**src/ccp_pkg.sv**
```systemverilog
// package for the capture/compare/pwm channel: register offsets, field positions, modes
// assumes an 8-bit register port and one system clock
package ccp_pkg;
   // register offsets
   localparam logic [3:0] ADDR_CONTROL     = 4'h0;
   localparam logic [3:0] ADDR_MATCH_LOW   = 4'h1;
   localparam logic [3:0] ADDR_MATCH_HIGH  = 4'h2;
   localparam logic [3:0] ADDR_TB_SELECT_A = 4'h3;
   localparam logic [3:0] ADDR_STATUS      = 4'h4;
   localparam logic [3:0] ADDR_FLAG_CLEAR  = 4'h5;

   // channel_control fields
   localparam int CTL_EN_BIT   = 7;
   localparam int CTL_OUT_BIT  = 5;
   localparam int CTL_FMT_BIT  = 4;
   localparam logic [7:0] CONTROL_RESET = 8'h00;
   localparam logic [7:0] MATCH_RESET   = 8'h00;
   localparam logic [7:0] TBSEL_RESET   = 8'h00;

   // field position of this channel's time base select
   localparam int TBSEL_LSB = 0;

   // status bits
   localparam int ST_FLAG_BIT = 0;
   localparam int ST_PIN_BIT  = 1;

   // instruction clock divide: system clock / 4
   localparam logic [1:0] PHASE_LAST = 2'h3;

   typedef enum logic [3:0] {
      MODE_OFF        = 4'h0,
      MODE_TOGGLE_CLR = 4'h1,
      MODE_TOGGLE     = 4'h2,
      MODE_SET        = 4'h8,
      MODE_CLEAR      = 4'h9,
      MODE_PULSE      = 4'ha,
      MODE_PULSE_CLR  = 4'hb,
      MODE_PWM        = 4'hf
   } op_mode_t;

   // one 8-bit time base as seen by the channel
   typedef struct packed {
      logic [7:0] count;
      logic       step;       // count increments this cycle
      logic       period_hit; // count == period_limit on a step
      logic [1:0] pre_bits;   // prescaler low bits
      logic       pre_one;    // prescaler is 1:1
   } time_base_t;

   // compare-side 16-bit timer
   typedef struct packed {
      logic [15:0] count;
      logic        step;
   } compare_timer_t;
endpackage

```
**src/ccp_match_edge.sv**
```systemverilog
// equality detector that fires once per timer step reaching equality
// assumes the step strobe and values are on the same clock
`timescale 1ns/1ps
module ccp_match_edge #(
   parameter int WIDTH = 16
) (
   // clock and reset
   input  wire logic             clk,
   input  wire logic             rstn,
   // compare operands
   input  wire logic [WIDTH-1:0] a,
   input  wire logic [WIDTH-1:0] b,
   input  wire logic             step,
   // results
   output logic                  equal,
   output logic                  hit
);
   typedef struct packed {
      logic prev;
   } edge_state_t;

   edge_state_t s_reg;
   edge_state_t s_next;

   initial begin
      if (WIDTH < 1) $error("width must be positive");
   end

   assign equal = (a == b);
   // fires once on equality freshly reached; a step re-arms the detector
   assign hit = equal && !s_reg.prev;

   always_comb begin
      s_next = s_reg;
      s_next.prev = equal && !step;
   end

   always_ff @(posedge clk or negedge rstn) begin
      if (!rstn) begin
         s_reg <= '0;
      end else begin
         s_reg <= s_next;
      end
   end
endmodule

```
**src/ccp_channel.sv**
```systemverilog
// capture/compare/pwm channel: compare against 16-bit timer and 10-bit pwm
// assumes timers live outside; their counts and step strobes arrive on clk
//
// Local design decisions: the register addresses and the plain strobed port.
`timescale 1ns/1ps

//Function
// - timer held in sleep with instruction clock
// - capture keeps working with external timer clock
// - compare 16-bit pair against timer continuously
// - match toggles, sets or clears output
// - match sets flag and converter trigger
// - zero control write clears output latch
// - output also routed to peripherals
// - flag with selected source gives conversion trigger
// - timer clear skipped if match removed
// - compare in sleep needs running timer; wakes
// - pwm pulse train up to ten bits
// - channel selects one of three time bases
// - period is (limit+1) times four times prescale
// - period hit sets pin unless duty is zero, loads duty buffer
// - postscaler does not affect pwm frequency
// - duty aligned by format, buffered at period
// - pin cleared when time base equals duty
// - time base is count plus two low bits
// - operation field encodings as listed
// - format one left, zero right aligned
module ccp_channel #(
   parameter int NUM_BASES = 3
) (
   // clock and reset
   input  wire logic                                 clk,
   input  wire logic                                 rstn,
   // register port
   input  wire logic [3:0]                           addr,
   input  wire logic [7:0]                           wdata,
   input  wire logic                                 wr,
   input  wire logic                                 rd,
   output logic      [7:0]                           rdata,
   // timers
   input  wire ccp_pkg::compare_timer_t              ctimer,
   input  wire ccp_pkg::time_base_t [NUM_BASES-1:0]  bases,
   input  wire logic                                 sleeping,
   input  wire logic                                 ctimer_external,
   // capture source from the pin
   input  wire logic                                 pin_in,
   // converter trigger selection and wake enable
   input  wire logic                                 trigger_selected,
   input  wire logic                                 channel_event_enable,
   // outputs
   output logic                                      channel_out,
   output logic                                      pin_oe_n,
   output logic                                      channel_event_flag,
   output logic                                      convert_trigger,
   output logic                                      ctimer_clear,
   output logic                                      ctimer_hold,
   output logic                                      wake_request
);
   typedef struct packed {
      logic [7:0]  control;
      logic [7:0]  match_low;
      logic [7:0]  match_high;
      logic [7:0]  tb_select;
      logic        out_latch;
      logic        flag;
      logic        trig;
      logic        clr_pending;
      logic        clr;
      logic [9:0]  duty_buf;
      logic [1:0]  phase;
      logic [7:0]  rdata;
      logic [2:0]  pin_sync;
      logic        pin_level;
      logic        capt_hit;
   } chan_state_t;

   chan_state_t s_reg;
   chan_state_t s_next;

   initial begin
      if (NUM_BASES != 3) $error("three time bases are supported");
   end

   logic [15:0]          match_pair;
   logic                 cmp_equal;
   logic                 cmp_hit;
   ccp_pkg::op_mode_t    mode;
   logic                 enabled;
   logic                 is_compare;
   logic                 is_capture;
   ccp_pkg::time_base_t  tb;
   logic [1:0]           tb_idx;
   logic [9:0]           time_base10;
   logic [9:0]           duty_raw;
   logic                 capt_edge;

   assign match_pair = {s_reg.match_high, s_reg.match_low};
   assign mode       = ccp_pkg::op_mode_t'(s_reg.control[3:0]);
   assign enabled    = s_reg.control[ccp_pkg::CTL_EN_BIT];
   assign is_compare = (s_reg.control[3:0] == 4'h1) || (s_reg.control[3:0] == 4'h2)
                       || (s_reg.control[3:2] == 2'h2);
   assign is_capture = (s_reg.control[3:2] == 2'h1) || (s_reg.control[3:0] == 4'h3);

   // compare against 16-bit timer, once per step
   ccp_match_edge #(
      .WIDTH (16)
   ) u_match (
      .clk   (clk),
      .rstn  (rstn),
      .a     (match_pair),
      .b     (ctimer.count),
      .step  (ctimer.step),
      .equal (cmp_equal),
      .hit   (cmp_hit)
   );

   // time base selection per channel
   always_comb begin
      tb_idx = s_reg.tb_select[ccp_pkg::TBSEL_LSB +: 2];
      if (tb_idx == 2'h2) begin
         tb = bases[2];
      end else if (tb_idx == 2'h1) begin
         tb = bases[1];
      end else begin
         tb = bases[0];
      end
   end

   // 10-bit time base: count plus phase or prescaler bits
   assign time_base10 = {tb.count, (tb.pre_one ? s_reg.phase : tb.pre_bits)};

   // duty alignment by format bit
   assign duty_raw = s_reg.control[ccp_pkg::CTL_FMT_BIT] ? {s_reg.match_high, s_reg.match_low[7:6]}
                                                         : {s_reg.match_high[1:0], s_reg.match_low};

   // capture on synchronised edges; sleep stops it unless the timer clock is external
   always_comb begin
      capt_edge = 1'b0;
      if (s_reg.control[3:0] == 4'h4) begin
         capt_edge = s_reg.pin_level && !s_reg.pin_sync[2] && (s_reg.pin_sync[1] == s_reg.pin_sync[2]);
      end else if (is_capture) begin
         capt_edge = !s_reg.pin_level && s_reg.pin_sync[2] && (s_reg.pin_sync[1] == s_reg.pin_sync[2]);
      end
   end

   always_comb begin
      s_next = s_reg;
      s_next.trig = 1'b0;
      s_next.clr = 1'b0;
      s_next.capt_hit = 1'b0;
      s_next.rdata = 8'h00;
      s_next.pin_sync = {s_reg.pin_sync[1:0], pin_in};
      if (s_reg.pin_sync[1] == s_reg.pin_sync[2]) begin
         s_next.pin_level = s_reg.pin_sync[2];
      end
      // system clock phase for the 1:1 prescaler case
      s_next.phase = s_reg.phase + 2'h1;
      if (tb.step && tb.pre_one) begin
         s_next.phase = 2'h0;
      end

      if (enabled && is_capture && capt_edge && (!sleeping || ctimer_external)) begin
         s_next.match_low = ctimer.count[7:0];
         s_next.match_high = ctimer.count[15:8];
         s_next.flag = 1'b1;
         s_next.capt_hit = 1'b1;
      end

      // compare match actions
      if (enabled && is_compare && cmp_hit) begin
         case (mode)
            ccp_pkg::MODE_TOGGLE_CLR,
            ccp_pkg::MODE_TOGGLE: begin
               s_next.out_latch = !s_reg.out_latch;
            end
            ccp_pkg::MODE_SET: begin
               s_next.out_latch = 1'b1;
            end
            ccp_pkg::MODE_CLEAR: begin
               s_next.out_latch = 1'b0;
            end
            default: begin
               s_next.out_latch = s_reg.out_latch;
            end
         endcase
         s_next.flag = 1'b1;
         s_next.trig = trigger_selected;
         s_next.clr_pending = (mode == ccp_pkg::MODE_TOGGLE_CLR) || (mode == ccp_pkg::MODE_PULSE_CLR);
      end
      // timer clear one edge after trigger, only if still matching
      if (s_reg.clr_pending) begin
         s_next.clr_pending = 1'b0;
         s_next.clr = cmp_equal;
      end

      // pwm: period hit sets pin, buffers duty
      if (enabled && mode == ccp_pkg::MODE_PWM) begin
         if (tb.period_hit) begin
            s_next.duty_buf = duty_raw;
            s_next.out_latch = (duty_raw != 10'h000);
         end else if ((time_base10 + 10'h001) == s_reg.duty_buf) begin
            s_next.out_latch = 1'b0;
         end
      end

      // register port; write strobe loses to hardware flag set
      if (wr) begin
         if (addr == ccp_pkg::ADDR_CONTROL) begin
            s_next.control = wdata & 8'hbf;
            if (wdata == 8'h00) begin
               s_next.out_latch = 1'b0;
               s_next.clr_pending = 1'b0;
            end
         end else if (addr == ccp_pkg::ADDR_MATCH_LOW) begin
            s_next.match_low = wdata;
         end else if (addr == ccp_pkg::ADDR_MATCH_HIGH) begin
            s_next.match_high = wdata;
         end else if (addr == ccp_pkg::ADDR_TB_SELECT_A) begin
            s_next.tb_select = wdata;
         end else if (addr == ccp_pkg::ADDR_FLAG_CLEAR) begin
            if (wdata[ccp_pkg::ST_FLAG_BIT] && !(s_next.trig || s_next.capt_hit
                || (enabled && is_compare && cmp_hit))) begin
               s_next.flag = 1'b0;
            end
         end
      end
      if (rd) begin
         if (addr == ccp_pkg::ADDR_CONTROL) begin
            s_next.rdata = {s_reg.control[7:6], s_reg.out_latch, s_reg.control[4:0]};
         end else if (addr == ccp_pkg::ADDR_MATCH_LOW) begin
            s_next.rdata = s_reg.match_low;
         end else if (addr == ccp_pkg::ADDR_MATCH_HIGH) begin
            s_next.rdata = s_reg.match_high;
         end else if (addr == ccp_pkg::ADDR_TB_SELECT_A) begin
            s_next.rdata = s_reg.tb_select;
         end else if (addr == ccp_pkg::ADDR_STATUS) begin
            s_next.rdata = {6'h00, s_reg.pin_level, s_reg.flag};
         end else begin
            s_next.rdata = 8'h00;
         end
      end
   end

   always_ff @(posedge clk or negedge rstn) begin
      if (!rstn) begin
         s_reg <= '0;
      end else begin
         s_reg <= s_next;
      end
   end

   assign rdata              = s_reg.rdata;
   assign channel_out        = s_reg.out_latch;
   assign pin_oe_n           = !(enabled && (is_compare || mode == ccp_pkg::MODE_PWM));
   assign channel_event_flag = s_reg.flag;
   assign convert_trigger    = s_reg.trig;
   assign ctimer_clear       = s_reg.clr;
   // hold the count in sleep when clocked from instruction clock
   assign ctimer_hold        = sleeping && !ctimer_external;
   assign wake_request       = s_reg.flag && channel_event_enable;
endmodule

```
**config.mk**
```make
export PLATFORM = sky130hd
export DESIGN_NAME = ccp_channel
export DESIGN_NICKNAME = d
export VERILOG_FILES = /design/src/ccp_pkg.sv /design/src/ccp_match_edge.sv /design/src/ccp_channel.sv
export SDC_FILE = /design/constraint.sdc
export NUM_CORES = 1
export LEC_CHECK = 0
export BUFFER_PORTS_ARGS = -buffer_cell sky130_fd_sc_hd__buf_2
export CAP_MARGIN = 20
export CORE_MARGIN = 1.5
export CORE_UTILIZATION = 30
export CTS_CLUSTER_SIZE = 12
export DETAILED_ROUTE_END_ITERATION = 10
export HOLD_SLACK_MARGIN = 0.1
export PLACE_DENSITY = 0.45
export REMOVE_ABC_BUFFERS = 1
export SLEW_MARGIN = 25
export SYNTH_ARGS = -nofsm -noshare
export SYNTH_HDL_FRONTEND = slang
export SYNTH_SLANG_ARGS = --single-unit
```
**constraint.sdc**
```tcl
create_clock -name clk -period 3.8 [get_ports clk]
set_clock_uncertainty 0.1 [all_clocks]
set_input_delay 0.57 -clock clk [delete_from_list [all_inputs] [get_ports clk]]
set_output_delay 0.57 -clock clk [all_outputs]
set_load 0.05 [all_outputs]
```
==> impl_metrics.json <==
{
  "syn_avg_cell_area_um2": 9.94,
  "timing.fmax_mhz": 334,
  "cts_buffer_depth": 2,
  "crit_path_end_kind": "flop",
  "largest_register_ffs": 24,
  "cts_resized": 0,
  "path_class": "reg -> reg",
  "drc": 0,
  "first_iter_violations": 134,
  "period_needed_ns": 2.99,
  "die_y_um": 120,
  "dr.pass1.iters": 4,
  "grt-ovfl-total": 0,
  "worstMarginPinSlew_ns": 0.865,
  "drt-total-wl_um": 11400,
  "fp.coreArea_mm2": 0.0133,
  "clock-root-buffer": "clkbuf_16",
  "ys_types": 60,
  "maxCapViolCount": 0,
  "synth_top_flop_cell": "dfrtp_1",
  "synth_edf_count": 0,
  "cts_buffers": 9,
  "fp-row-count": 42,
  "initial_core_util": 0.309,
  "ir_drop_uv": 251,
  "worstPathArrival_ns": 3.09,
  "setup_viol": 0,
  "rsz0062_at_grt": "no",
  "drt.antenna.violating_nets": 0,
  "async_flop_share": 1.00,
  "clk_latency_ns": 0.33,
  "status": "finished clean",
  "leakagePower_nw": 2.30,
  "num_io_pins": 92,
  "hold_violations": 0,
  "relSlewSlack": 0.421,
  "power_mw": 2.79,
  "yosys_warnings": 0,
  "antenna_found_initial": 0,
  "worst-path-max-fanout": 8,
  "critPathLaunchType": "flop",
  "cts_tree": "built",
  "final_nets": 571,
  "ys_seq_area_frac": 0.365,
  "timing.setup.tns_ns": 0,
  "holdCritPathClass": "in -> reg",
  "grt_pass1_wl_um": 18300,
  "globalplace.congestion": 0.876,
  "grt.total_usage": 0.163,
  "synth-seq-cells": 60,
  "drt-vias-per-instance": 5.10,
  "dp_hpwl_um": 8710,
  "syn2layout_area_growth_pct": 20.3,
  "post-cts-setup-buffers": 0,
  "num_vias": 3436,
  "grt_max_degree": 61,
  "syn_area_mm2": 0.00411,
  "routedWlPerCell_um": 17.0,
  "die_w_um": 120,
  "path_clk_slew_ns": 0.05,
  "cts.sinks": 60,
  "critPathRequiredTime_ns": 3.90,
  "grt_pass1_vias": 3493,
  "maxSlewViolCount": 0,
  "die_area_mm2": 0.0144,
  "layout-drive-gt1-share": 0.303,
  "synthCells": 414,
  "n_antenna_cell": 0,
  "io_buffers": 91,
  "power.density_mw_per_mm2": 564,
  "fin_crit_sh": 0.787,
  "htreeDepth": 3,
  "hold_slack_ns": 0.249,
  "postCtsHoldBufs": 0
}
per-layer routing:
| layer | up-vias | GRT usage | part of all wire |
|---|---|---|---|
| li1 | 1664 | - | - |
| met5 | - | 0 | 0 |
| met1 | 1662 | 0.216 | 0.46 |
| met3 | 15 | 0.0238 | 0.046 |
| met2 | 95 | 0.266 | 0.47 |
| met4 | 0 | 0.0685 | 0.018 |
final timing paths:
path / slack (ns) / to / cells after the start / start
max: 0.81 / channel_out$_DFF_PN0_ / 10 / s_reg[30]$_DFFE_PN0P_
min: 0.25 / s_next[3]$_DFF_PN0_ / 1 / pin_in
max reg2reg: 0.81 / channel_out$_DFF_PN0_ / 10 / s_reg[30]$_DFFE_PN0P_
min reg2reg: 0.25 / s_next[4]$_DFF_PN0_ / 0 / s_next[3]$_DFF_PN0_
max in group asynchronous: 2.78 / s_reg[36]$_DFFE_PN0P_ / 2 / rstn
min in group asynchronous: 0.30 / s_next[3]$_DFF_PN0_ / 2 / rstn
cell usage after synthesis, types with 3 or more instances:
cell	n	area, um^2
dfrtp_1	60	1500
mux2i_1	57	571
nand2_1	33	124
nor2_1	29	109
xor2_1	24	210
o21ai_0	22	110
mux2_2	21	236
a21oi_1	16	80.1
nor4_1	10	62.6
buf_4	9	67.6
nor2b_1	8	50.1
buf_2	7	35.0
clkbuf_1	7	26.3
inv_1	7	26.3
a211oi_1	6	45.0
and3_1	6	37.5
nand3_1	6	30.0
nand4_1	6	37.5
mux4_2	5	113
and2_1	4	25.0
mux2i_2	4	55.1
o211ai_1	4	30.0
a31oi_1	3	18.8
buf_1	3	11.3
nand2b_1	3	18.8
nor3_1	3	15.0
o221ai_1	3	26.3
o31ai_1	3	22.5
or3_1	3	18.8
xnor2_1	3	26.3
kinds of logic after synthesis:
logic type	count (synthesis)	synth area share
buffers and inverters	37	0.0557
multiplexers	87	0.237
adder cells (fa/ha/maj)	2	0.00547
AO/OA/AOI/OAI	72	0.113
flip-flops	60	0.365
AND/OR/NAND/NOR	129	0.166
XOR/XNOR	27	0.0575
power by group:
part           internal [mW]  switching (mW)  total [mW]
logic                  0.448           0.512       0.960
registers              0.777           0.236        1.01
clock network          0.540           0.279       0.819
total                   1.77            1.03        2.79
layout by cell type, fill, tap and decap left out, types with 4 or more instances in the layout:
cell type / count
dfrtp_1: 60
o211ai_1: 4
mux2i_1: 57
nor4_1: 10
mux4_2: 5
inv_1: 7
nor2_1: 29
xor2_1: 24
nand4_1: 6
and3_1: 6
and2_1: 4
a21oi_1: 16
nand2_1: 33
buf_4: 7
o21ai_0: 22
mux2_2: 21
buf_2: 91
mux2i_2: 4
clkbuf_16: 9
a211oi_1: 6
nand3_1: 6
nor2b_1: 8
per-stage QoR:
stage	utilization	setup slack [ns]	instances	instance area, um^2
finish	0.372	0.808	674	4950
detailed placement	0.349	0.761	658	4650
global placement	0.349	0.835	658	4650
CTS	0.372	0.799	674	4950
floorplan	-	0.467	384	3910
global route	0.372	0.602	674	4950
critical path, cell delays in order (launching register included):
cell and delay [ns]:
dfrtp_1 0.56, mux2i_1 0.12, mux2_2 0.33, mux2_2 0.26, ha_1 0.29, inv_1 0.15
or3_1 0.40, a2111oi_2 0.23, a211oi_1 0.10, a211oi_1 0.23, a21oi_1 0.10
area by class of cell:
| type | instances | area (um^2) |
|---|---|---|
| inverters | 7 | 26.3 |
| clock inverters | 4 | 47.5 |
| clock buffers | 12 | 256 |
| well taps | 176 | 220 |
| repair buffers | 98 | 508 |
| fillers | 1367 | 8350 |
| multi-input cells | 317 | 2390 |
| flip-flops and latches | 60 | 1500 |
No activity file was read; power rests on OpenSTA's default activity.
